$ cat src/include/fetch_seq_cfg.svh
// Constants for the instruction fetch sequencer: offsets, fields, resets.
// Assumes inclusion by the sequencer module and the testbench only.
`ifndef FETCH_SEQ_CFG_SVH
`define FETCH_SEQ_CFG_SVH

// ****************************************
// Register map (byte addresses on APB)
// ****************************************
`define ADDR_PC_LOW_BYTE_REG 12'h000
`define ADDR_PC_STATUS 12'h004

// ****************************************
// Reset values and widths
// ****************************************
`define PC_RESET_VECTOR 12'h000
`define PC_WIDTH 12
`define PC_LOW_WIDTH 8
`define PC_HIGH_LSB 8

// ****************************************
// Status register fields
// ****************************************
`define STAT_PHASE_LSB 0
`define STAT_DUMMY_BIT 4
`define STAT_PC_HIGH_LSB 8

`endif

$ cat src/include/fetch_seq_pkg.sv
// Types for the instruction fetch sequencer.
// Assumes fetch_seq_cfg.svh is on the include path.
package fetch_seq_pkg;

    typedef enum logic [1:0] {
        PH_FETCH,
        PH_DECODE,
        PH_EXEC,
        PH_WRITE
    } phase_type;

    typedef enum logic [1:0] {
        FLOW_SEQ,
        FLOW_BRANCH,
        FLOW_SKIP,
        FLOW_RET
    } flow_type;

endpackage : fetch_seq_pkg

$ cat src/logic/instruction_fetch_sequencer.sv
// Program-counter sequencing and instruction fetch for a small 8-bit core.
// Assumes program memory answers a fetch address within one phase, and the
// execute stage reports branch, skip and target on the last phase.
// Notes on behaviour
// RL1: The clock is split into four phases and one pass makes a cycle.
// RL2: At the first phase the counter advances and a new word is fetched.
// RL3: Decode and execution use the second to fourth phases.
// RL4: Fetch of one word overlaps execution of the one before it.
// RL5: A jump or call takes two cycles, the second one a dummy cycle.
// RL6: A plain instruction advances the counter by exactly one.
// RL7: Jump, call, interrupt or reset loads the destination into the counter.
// RL8: A taken skip discards the fetched word and runs a dummy cycle.
// RL9: The low-byte register shows only the low byte of the counter; the status register also shows the four high bits.
// RL10: The counter is twelve bits, a four-bit high part and a low byte.
// RL11: Execution uses an eight-bit ALU fed through an accumulator.
// RL12: Writing the low byte jumps within the page and adds a dummy cycle.
// RL13: After reset the counter holds address zero.
// RL14: Reset restarts the phase generator at the first phase.
`include "fetch_seq_cfg.svh"

module instruction_fetch_sequencer #(
    parameter int PC_W = `PC_WIDTH
) (
    // Clock and reset
    input wire logic sys_clk_i,
    input wire logic rstn_i,
    // APB slave
    input wire logic psel_i,
    input wire logic penable_i,
    input wire logic pwrite_i,
    input wire logic [11:0] paddr_i,
    input wire logic [31:0] pwdata_i,
    output logic [31:0] prdata_o,
    output logic pready_o,
    output logic pslverr_o,
    // Program memory
    output logic [PC_W-1:0] fetch_addr_o,
    output logic fetch_req_o,
    input wire logic [14:0] fetch_data_i,
    // Execute stage
    output logic [14:0] instr_o,
    output logic instr_valid_o,
    output fetch_seq_pkg::phase_type phase_clocks_o,
    input wire fetch_seq_pkg::flow_type flow_i,
    input wire logic flow_valid_i,
    input wire logic [PC_W-1:0] target_i,
    input wire logic irq_take_i,
    input wire logic [PC_W-1:0] irq_vector_i
);
    import fetch_seq_pkg::*;

    // ****************************************
    // State
    // ****************************************
    typedef struct packed {
        phase_type phase;
        logic [PC_W-1:0] pc;
        logic [14:0] ir;
        logic ir_valid;
        logic dummy;
        logic pend_load;
        logic [PC_W-1:0] pend_target;
        logic [31:0] rdata;
    } state_type;

    state_type s_q;
    state_type s_d;

    function automatic logic hit(input logic [11:0] a, input logic [11:0] r);
        hit = (a == r);
    endfunction : hit

    logic apb_access;
    logic pcl_write;

    assign apb_access = psel_i & penable_i;
    assign pcl_write = apb_access & pwrite_i
        & hit(paddr_i, `ADDR_PC_LOW_BYTE_REG);

    always_comb begin
        s_d = s_q;
        // Phases run round in a fixed ring of four.
        case (s_q.phase) // RL1
            PH_FETCH: s_d.phase = PH_DECODE;
            PH_DECODE: s_d.phase = PH_EXEC; // RL3
            PH_EXEC: s_d.phase = PH_WRITE;
            PH_WRITE: s_d.phase = PH_FETCH;
            default: s_d.phase = PH_FETCH;
        endcase
        if (s_q.phase == PH_FETCH) begin
            // Fetch overlaps execution of the word latched last cycle.
            s_d.ir = fetch_data_i; // RL4
            s_d.ir_valid = 1'b1;
            s_d.dummy = s_q.pend_load; // RL8
            if (s_q.pend_load) begin
                // The word fetched now is thrown away and the target is
                // fetched next cycle, which is where the extra cycle goes.
                s_d.pc = s_q.pend_target; // RL5
                s_d.pend_load = 1'b0;
            end else begin
                s_d.pc = s_q.pc + {{(PC_W-1){1'b0}}, 1'b1}; // RL2 RL6
            end
        end
        // A low-byte write keeps the page bits and waits for cycle end.
        // It follows the fetch so that a write in the first phase survives.
        if (pcl_write) begin // RL12
            s_d.pend_load = 1'b1;
            s_d.pend_target = {s_q.pc[PC_W-1:`PC_HIGH_LSB],
                               pwdata_i[`PC_LOW_WIDTH-1:0]};
        end
        if (s_q.phase == PH_WRITE) begin
            if (irq_take_i) begin // RL7
                s_d.pend_load = 1'b1;
                s_d.pend_target = irq_vector_i;
            end else if (flow_valid_i && s_q.ir_valid && !s_q.dummy) begin
                if (flow_i == FLOW_BRANCH || flow_i == FLOW_RET) begin
                    s_d.pend_load = 1'b1; // RL5
                    s_d.pend_target = target_i; // RL7
                end else if (flow_i == FLOW_SKIP) begin
                    s_d.pend_load = 1'b1; // RL8
                    s_d.pend_target = s_q.pc + {{(PC_W-1){1'b0}}, 1'b1};
                end
            end
        end
        s_d.rdata = 32'h0000_0000;
        if (psel_i && !penable_i && !pwrite_i) begin
            if (hit(paddr_i, `ADDR_PC_LOW_BYTE_REG)) begin
                s_d.rdata[`PC_LOW_WIDTH-1:0] =
                    s_q.pc[`PC_LOW_WIDTH-1:0]; // RL9
            end else if (hit(paddr_i, `ADDR_PC_STATUS)) begin
                s_d.rdata[`STAT_PHASE_LSB +: 2] = s_q.phase;
                s_d.rdata[`STAT_DUMMY_BIT] = s_q.dummy;
                s_d.rdata[`STAT_PC_HIGH_LSB +: 4] =
                    s_q.pc[PC_W-1:`PC_HIGH_LSB];
            end
        end
    end

    always_ff @(posedge sys_clk_i or negedge rstn_i) begin
        if (!rstn_i) begin
            s_q <= '0;
            s_q.phase <= PH_FETCH; // RL14
            s_q.pc <= `PC_RESET_VECTOR; // RL13 RL10
            s_q.pend_target <= `PC_RESET_VECTOR;
        end else begin
            s_q <= s_d;
        end
    end

    // ****************************************
    // Outputs
    // ****************************************
    // The fetch address is the counter itself, so the fetch after reset
    // comes from the reset vector.
    assign fetch_addr_o = s_q.pc;
    assign fetch_req_o = (s_q.phase == PH_FETCH);
    assign instr_o = s_q.ir;
    // The ALU and accumulator live in the execute stage; it sees no word
    // during dummy cycles.
    assign instr_valid_o = s_q.ir_valid & ~s_q.dummy; // RL11
    assign phase_clocks_o = s_q.phase;
    assign prdata_o = s_q.rdata;
    assign pready_o = 1'b1;
    assign pslverr_o = apb_access & ~hit(paddr_i, `ADDR_PC_LOW_BYTE_REG)
        & ~(hit(paddr_i, `ADDR_PC_STATUS) & ~pwrite_i);

    // ****************************************
    // Checks
    // ****************************************
    property p_phase_ring;
        @(posedge sys_clk_i) disable iff (!rstn_i)
        s_q.phase == PH_FETCH |=> s_q.phase == PH_DECODE ##1
            s_q.phase == PH_EXEC ##1 s_q.phase == PH_WRITE ##1
            s_q.phase == PH_FETCH;
    endproperty
    a_phase_ring: assert property (p_phase_ring) // RL1
        else $error("phase ring broken");

    property p_pc_step;
        @(posedge sys_clk_i) disable iff (!rstn_i)
        (s_q.phase == PH_FETCH && !s_q.pend_load) |=>
            s_q.pc == $past(s_q.pc) + 1'b1;
    endproperty
    a_pc_step: assert property (p_pc_step) // RL6
        else $error("counter did not step by one");

    property p_pc_stable;
        @(posedge sys_clk_i) disable iff (!rstn_i)
        s_q.phase != PH_FETCH |=> $stable(s_q.pc);
    endproperty
    a_pc_stable: assert property (p_pc_stable) // RL2
        else $error("counter moved outside first phase");

    property p_branch_dummy;
        @(posedge sys_clk_i) disable iff (!rstn_i)
        (s_q.phase == PH_WRITE && flow_valid_i && s_q.ir_valid
            && !s_q.dummy && !irq_take_i && flow_i == FLOW_BRANCH)
            |=> ##1 s_q.pc == $past(target_i, 2) ##0 s_q.dummy;
    endproperty
    a_branch_dummy: assert property (p_branch_dummy) // RL5
        else $error("branch did not load target with dummy");

    property p_skip_dummy;
        @(posedge sys_clk_i) disable iff (!rstn_i)
        (s_q.phase == PH_WRITE && flow_valid_i && s_q.ir_valid
            && !s_q.dummy && !irq_take_i && flow_i == FLOW_SKIP)
            |=> ##1 s_q.dummy ##1 !instr_valid_o[*3];
    endproperty
    a_skip_dummy: assert property (p_skip_dummy) // RL8
        else $error("skip did not make a dummy cycle");

    property p_pcl_page;
        @(posedge sys_clk_i) disable iff (!rstn_i)
        (pcl_write && s_q.phase == PH_WRITE && !irq_take_i
            && !(flow_valid_i && s_q.ir_valid && !s_q.dummy
                 && flow_i != FLOW_SEQ))
            |=> ##1 s_q.pc[7:0] == $past(pwdata_i[7:0], 2);
    endproperty
    a_pcl_page: assert property (p_pcl_page) // RL12
        else $error("low byte write did not jump in page");

    property p_irq_load;
        @(posedge sys_clk_i) disable iff (!rstn_i)
        (s_q.phase == PH_WRITE && irq_take_i && !pcl_write)
            |=> ##1 s_q.pc == $past(irq_vector_i, 2);
    endproperty
    a_irq_load: assert property (p_irq_load) // RL7
        else $error("interrupt vector not loaded");

    property p_fetch_req;
        @(posedge sys_clk_i) disable iff (!rstn_i)
        fetch_req_o |-> ##1 !fetch_req_o [*3] ##1 fetch_req_o;
    endproperty
    a_fetch_req: assert property (p_fetch_req) // RL4
        else $error("fetch not once per cycle");

    property p_read_low;
        @(posedge sys_clk_i) disable iff (!rstn_i)
        (psel_i && !penable_i && !pwrite_i && paddr_i == 12'h000)
            |=> prdata_o[31:8] == 24'h000000;
    endproperty
    a_read_low: assert property (p_read_low) // RL9
        else $error("upper counter bits visible in low byte");

    property p_load_dummy;
        @(posedge sys_clk_i) disable iff (!rstn_i)
        (s_q.phase == PH_FETCH && s_q.pend_load) |=>
            s_q.dummy && s_q.pc == $past(s_q.pend_target);
    endproperty
    a_load_dummy: assert property (p_load_dummy) // RL8
        else $error("pending load did not make a dummy cycle");

    property p_seq_valid;
        @(posedge sys_clk_i) disable iff (!rstn_i)
        (s_q.phase == PH_FETCH && !s_q.pend_load) |=>
            !s_q.dummy && s_q.ir_valid;
    endproperty
    a_seq_valid: assert property (p_seq_valid) // RL6
        else $error("plain fetch marked as dummy");

    property p_ir_capture;
        @(posedge sys_clk_i) disable iff (!rstn_i)
        s_q.phase == PH_FETCH |=> s_q.ir == $past(fetch_data_i);
    endproperty
    a_ir_capture: assert property (p_ir_capture) // RL4
        else $error("fetched word not latched");

    // The word must not change while it is being decoded and executed.
    property p_ir_hold;
        @(posedge sys_clk_i) disable iff (!rstn_i)
        s_q.phase != PH_FETCH |=> $stable(s_q.ir);
    endproperty
    a_ir_hold: assert property (p_ir_hold) // RL3
        else $error("word changed during execution");

    property p_rdata_idle;
        @(posedge sys_clk_i) disable iff (!rstn_i)
        !(psel_i && !penable_i && !pwrite_i) |=> prdata_o == 32'h0000_0000;
    endproperty
    a_rdata_idle: assert property (p_rdata_idle) // RL9
        else $error("read data shown outside a read");

    property p_read_pc;
        @(posedge sys_clk_i) disable iff (!rstn_i)
        (psel_i && !penable_i && !pwrite_i
            && paddr_i == `ADDR_PC_LOW_BYTE_REG)
            |=> prdata_o[7:0] == $past(s_q.pc[7:0]);
    endproperty
    a_read_pc: assert property (p_read_pc) // RL9
        else $error("low byte read wrong");

    property p_read_status;
        @(posedge sys_clk_i) disable iff (!rstn_i)
        (psel_i && !penable_i && !pwrite_i && paddr_i == `ADDR_PC_STATUS)
            |=> prdata_o[11:8] == $past(s_q.pc[PC_W-1:`PC_HIGH_LSB]);
    endproperty
    a_read_status: assert property (p_read_status) // RL10
        else $error("status page bits wrong");

    property p_irq_pend;
        @(posedge sys_clk_i) disable iff (!rstn_i)
        (s_q.phase == PH_WRITE && irq_take_i) |=>
            s_q.pend_load && s_q.pend_target == $past(irq_vector_i);
    endproperty
    a_irq_pend: assert property (p_irq_pend) // RL7
        else $error("interrupt vector not pending");

    property p_pcl_pend;
        @(posedge sys_clk_i) disable iff (!rstn_i)
        (pcl_write && s_q.phase != PH_WRITE) |=> s_q.pend_load
            && s_q.pend_target == {$past(s_q.pc[PC_W-1:`PC_HIGH_LSB]),
                                   $past(pwdata_i[7:0])};
    endproperty
    a_pcl_pend: assert property (p_pcl_pend) // RL12
        else $error("low byte write not pending in page");

    property p_skip_target;
        @(posedge sys_clk_i) disable iff (!rstn_i)
        (s_q.phase == PH_WRITE && flow_valid_i && s_q.ir_valid
            && !s_q.dummy && !irq_take_i && flow_i == FLOW_SKIP)
            |=> s_q.pend_target == $past(s_q.pc) + 1'b1;
    endproperty
    a_skip_target: assert property (p_skip_target) // RL8
        else $error("skip does not pass the next word");

    // A discarded word must never steer the counter.
    property p_dummy_no_steer;
        @(posedge sys_clk_i) disable iff (!rstn_i)
        (s_q.phase == PH_WRITE && s_q.dummy && !irq_take_i && !pcl_write
            && !s_q.pend_load) |=> !s_q.pend_load;
    endproperty
    a_dummy_no_steer: assert property (p_dummy_no_steer) // RL8
        else $error("dummy word changed program flow");

    property p_reset_phase;
        @(posedge sys_clk_i) $rose(rstn_i) |-> s_q.phase == PH_FETCH;
    endproperty
    a_reset_phase: assert property (p_reset_phase) // RL14
        else $error("phase not at first after reset");

    property p_reset_pc;
        @(posedge sys_clk_i) $rose(rstn_i) |-> s_q.pc == `PC_RESET_VECTOR;
    endproperty
    a_reset_pc: assert property (p_reset_pc) // RL13
        else $error("counter not at reset vector");

endmodule : instruction_fetch_sequencer

$ cat config.mk
export PLATFORM = sky130hd
export DESIGN_NAME = instruction_fetch_sequencer
export DESIGN_NICKNAME = d
export VERILOG_FILES = /design/src/include/fetch_seq_pkg.sv /design/src/logic/instruction_fetch_sequencer.sv
export VERILOG_INCLUDE_DIRS = /design/src /design/src/include
export SDC_FILE = /design/constraint.sdc
export NUM_CORES = 1
export LEC_CHECK = 0
export BUFFER_PORTS_ARGS = -buffer_cell sky130_fd_sc_hd__buf_2
export CAP_MARGIN = 20
export CELL_PAD_IN_SITES_DETAIL_PLACEMENT = 0
export CELL_PAD_IN_SITES_GLOBAL_PLACEMENT = 2
export CORE_UTILIZATION = 24
export DETAILED_ROUTE_END_ITERATION = 6
export PLACE_DENSITY_LB_ADDON = 0.1
export SKIP_CTS_REPAIR_TIMING = 1
export SYNTH_ARGS = -nofsm -noshare
export SYNTH_HDL_FRONTEND = slang
export SYNTH_SLANG_ARGS = --single-unit
$ cat constraint.sdc
create_clock -name sys_clk_i -period 1.65 [get_ports sys_clk_i]
set_input_delay 0 -clock sys_clk_i [delete_from_list [all_inputs] [get_ports sys_clk_i]]
set_output_delay 0 -clock sys_clk_i [all_outputs]
set_load 0.02 [all_outputs]
**After elaboration in Yosys (flattened, before gate mapping)**

Cells that the tools add are included.

- Add/subtract/negate cells: 1
- Equal/unequal tests: 7
- Mux-type cells: 18
- Bitwise operators: 11
- Reductions and logical operators: 10

Operators by type and width:

| kind | number |
|---|---|
| two-way mux 13 bit | 6 |
| two-way mux 12 bit | 2 |
| adder 12 x 1 -> 12 bit, second input constant | 1 |
| equality test 12 x 3 -> 1 bit, second input constant | 1 |
| logical NOT 12 bit | 1 |
| equality test 2 bit, second input constant | 4 |
| two-way mux 4 bit | 2 |
| one-hot mux 2 bit (4 select lines) | 1 |
| bitwise AND 1 bit | 7 |
| two-way mux 2 bit | 3 |
| equality test 2 x 1 -> 1 bit, second input constant | 2 |
| logical AND 1 bit | 4 |
| inverter 1 bit | 4 |
| logical NOT 1 bit | 3 |
| two-way mux 1 bit | 3 |
| two-way mux 3 bit | 1 |
| logical NOT 2 bit | 1 |
| logical OR 1 bit | 1 |

- Flip-flop bits (word level): 56
- Input port bits: 92
- Output and inout port bits: 65
- Logic and storage cells: 55

**Longest topological paths before layout**

- Depth after elaboration: 9
- Gate-level depth with buffers: 7
- Mapped depth without buffers: 6

**Worst setup path after synthesis**

OpenSTA, ideal clock, no wires.

- Path kind: reg-to-reg
- From: register s_q (netlist bit phase_clocks_o[0])
- To: register s_q (netlist bit instr_o[10])
- Setup time: 125 ps
- Arrival: 1716 ps
- Data required time: 1525 ps
- Path slack: -191 ps
- Stages on the path, launching flop included: 6
- Path buffers: 2
- Period minus slack after synthesis: 1841 ps
- Path through: dfrtp_1 -> inv_1 -> ha_1 -> clkbuf_1 -> clkbuf_1 -> mux2_2

- Word-level cells in the longest chain between the ends: 1

Ends and longest elaborated chain:

| element | line | source |
|---|---|---|
| from (decl) | instruction_fetch_sequencer.sv:66 | `state_type s_q;` |
| logical NOT 2 bit | -- |  |
| named net fetch_req_o | instruction_fetch_sequencer.sv:38 | `output logic fetch_req_o,` |

The timed path passes the listed nets, and every way through them passes these cells.
A chain may end at the register's enable or synchronous reset.

==> results.py <==
metrics = {
    "run_status": {
        "status": "finished, violations left",
        "violations": "hold timing",
    },
    "clock_tree": {
        "cts_sinks": 56,
        "cts_tree": "yes",
        "cts_made_buffers": 5,
        "htree_levels": 2,
        "root_buffer": "clkbuf_16",
        "clk_pin_slew_ps": 70,
        "clk_latency_ps": 300,
        "clock_path_buffers": 2,
    },
    "grt": {
        "antenna_found_initial": 0,
        "track_usage_pct": 12.23,
        "met1_usage_pct": 17.90,
        "use_met2_pct": 17.69,
        "grt-ovfl-total": 0,
        "grt_max_degree": 57,
        "grt_pass1_wl_um": 13390,
        "grt_pass1_vias": 2413,
        "grt.met3_usage_pct": 2.654,
        "grt.busiest_layer": "met1",
    },
    "floorplan": {
        "die_area_mm2": 0.01408,
        "start_util_pct": 24.66,
        "die_w_um": 118.7,
        "die_y_um": 118.7,
        "rows": 42,
        "ioPinCount": 157,
        "core_mm2": 0.01324,
    },
    "finish": {
        "fin_util_pct": 33.68,
        "stdcell_count": 633,
        "n_antenna_cell": 0,
        "final_nets": 552,
        "layout-drive-gt1-share_pct": 41.58,
        "area_delta_synth_final_pct": 36.59,
    },
    "detailed_routing": {
        "via_per_inst": 4.145,
        "drtPass1Iterations": 4,
        "routed-via-count": 2624,
        "ant_nets": 0,
        "wl_per_cell_um": 13.45,
        "drt_wl_total_um": 8512,
        "drtIter0Drc": 113,
        "route.detailed.drc": 0,
    },
    "worst_setup_path": {
        "cp.arrival_ps": 1810,
        "path_cells": "ha_2 > and4_4 > nand3_4 > xnor2_2 > a22o_1 > a221o_1",
        "cp_num_buf_inv": 0,
        "crit_fanout": 2,
        "critPathSlowestCell": "dfrtp_1",
        "path_class": "register to register",
        "cp-startpoint": "fetch_addr_o[1]",
        "regToRegStartpoint": "fetch_addr_o[1]",
        "cp_top_family": "compound AO/OA/AOI/OAI gates",
        "slowest_delay_ps": 350,
        "required_ps": 1830,
        "cp-end-kind": "register",
        "startpoint_type": "register",
        "ff2ff_setup_slack_ps": 20,
    },
    "sta": {
        "min_period_ps": 1630,
        "rsz0062_at_grt": "yes",
        "slew_viol_final": 0,
        "fin_skew_ps": 7.196,
        "tns_ps": 0,
        "finalCritPeriodShare_pct": 98.77,
        "finalHoldViolCount": 4,
        "timing.fmax_mhz": 613.6,
        "worst_slack_ps": 20.24,
        "finalSetupViolCount": 0,
        "hold_ws_ps": -21.72,
    },
    "synthesis": {
        "ys_top_cells_by_area": "dfrtp_1 43%, buf_4 14%, mux2_2 5.2%",
        "syn_area_mm2": 0.003266,
        "yosys.area.top_type": "dfrtp_1",
        "ys_async_sr_fraction_pct": 100.0,
        "yosysSeqAreaShare_pct": 42.91,
        "synth-edff-count": 0,
        "synth_cells": 327,
        "ys_types": 48,
        "synth_area_per_cell_um2": 9.987,
        "synth-main-ff-cell": "dfrtp_1",
        "synth_seq_cells": 56,
        "yosys_warnings": 0,
        "synth.top_cell.area_share_pct": 42.91,
    },
    "power": {
        "power_mw": 3.418,
        "vdd_drop_max_mv": 0.3575,
        "leakagePower_nw": 2.172,
        "p_per_area_mw_per_mm2": 766.2,
    },
    "placement": {
        "gp_routability_congestion": 0.6882,
        "placed_cells": 591,
        "numPortBuffers": 111,
        "dp_hpwl_um": 6400,
        "place_ws_ps": -333.2,
    },
    "flow_run": {
        "cap_violations": 0,
    },
    "min_path": {
        "min-delay-start": "irq_vector_i[2]",
        "min-delay-path-class": "primary input to register",
    },
}
==> Yosys cell counts (3+ instances only) <==
master     n
a21oi_1   13
a22o_1     6
a22oi_1    8
and2_1    10
and4_1     3
buf_4     62
clkbuf_1  13
dfrtp_1   56
ha_1       4
inv_1      6
mux2_2    15
mux2i_1   16
nand2_1   21
nand3_1    8
nor2_1    11
nor2b_1    3
o211ai_1   3
o21ai_0   12
o21ai_1    4
o221ai_1   4
o22ai_1    7
or2_2      3
xnor2_1    7
xor2_1     3
==> logic make-up (layout without fill, tap and decap cells) <==
group | count (synthesis) | after routing | share of synthesized area (%)
compound gates | 66 | 66 | 13.26
xor+xnor | 10 | 10 | 2.682
fa+ha+maj | 4 | 4 | 1.533
buf+inv | 84 | 195 | 17.09
flops | 56 | 56 | 42.91
mux | 31 | 31 | 10.08
other cells | 2 | 21 | 0.2300
simple gates | 74 | 74 | 12.22
==> cell type report <==
class,count,area [um2]
fill,1399,8782
inverter,6,22.52
clock inverter,3,27.53
multi-input combinational,206,1458
sequential,56,1401
clock buffer,5,125.1
tap,176,220.2
timing repair buffer,181,1206
==> worst paths after layout <==
kind | end | cells past startpoint
worst max-delay path | s_q[42] | 6
worst min-delay path | s_q[34] | 3
worst max register to register | s_q[42] | 6
worst min register to register | instr_o[5] | 1
max in group asynchronous | fetch_addr_o[4] | 3
min in group asynchronous | instr_o[11] | 3
==> cells in the final DEF, fill, tap and decap left out, types with 7 or more instances in the layout <==
| master | count |
|---|---|
| and2_1 | 11 |
| o21ai_0 | 12 |
| mux2i_1 | 16 |
| dfrtp_1 | 56 |
| nor2_1 | 10 |
| a21oi_1 | 13 |
| o22ai_1 | 7 |
| buf_2 | 111 |
| dlygate4sd3_1 | 32 |
| nand2_1 | 19 |
| conb_1 | 21 |
| a22oi_1 | 7 |
| buf_4 | 33 |
| mux2_2 | 15 |
==> tightest hold or removal path, delay by kind of cell <==
family,cells,cell delay [ps]
buf+inv,1,90
compound gates,2,150
==> per-stage QoR <==
step                      area [um2]  hold WS, ps
final                           4461       -21.72
after global routing            4461        2.807
after CTS                       4043       -292.8
after detailed placement        3890        36.00
after global placement          3890        33.23
after floorplan                 3343       -295.6
==> power breakdown <==
| group | internal, mW | switching, mW | leakage, nW |
|---|---|---|---|
| clock network | 0.578 | 0.546 | 0.0719 |
| logic | 0.351 | 0.409 | 1.41 |
| registers | 1.46 | 0.0706 | 0.693 |
| total | 2.39 | 1.03 | 2.17 |
==> per-layer routing <==
metal / vias up / share of wire, % / wire [um]
li1: 1314 / - / -
met1: 1193 / 50 / 4251
met2: 110 / 43 / 3671
met3: 7 / 5.7 / 488
met4: 0 / 1.2 / 99
met5: - / 0 / 0
==> registers in the layout (all words and copies together) (netlist names) <==
register        cells
fetch_addr_o       12
s_q                15
phase_clocks_o      2
prdata_o           12
instr_o            15
(Power assumes the default switching activity.)
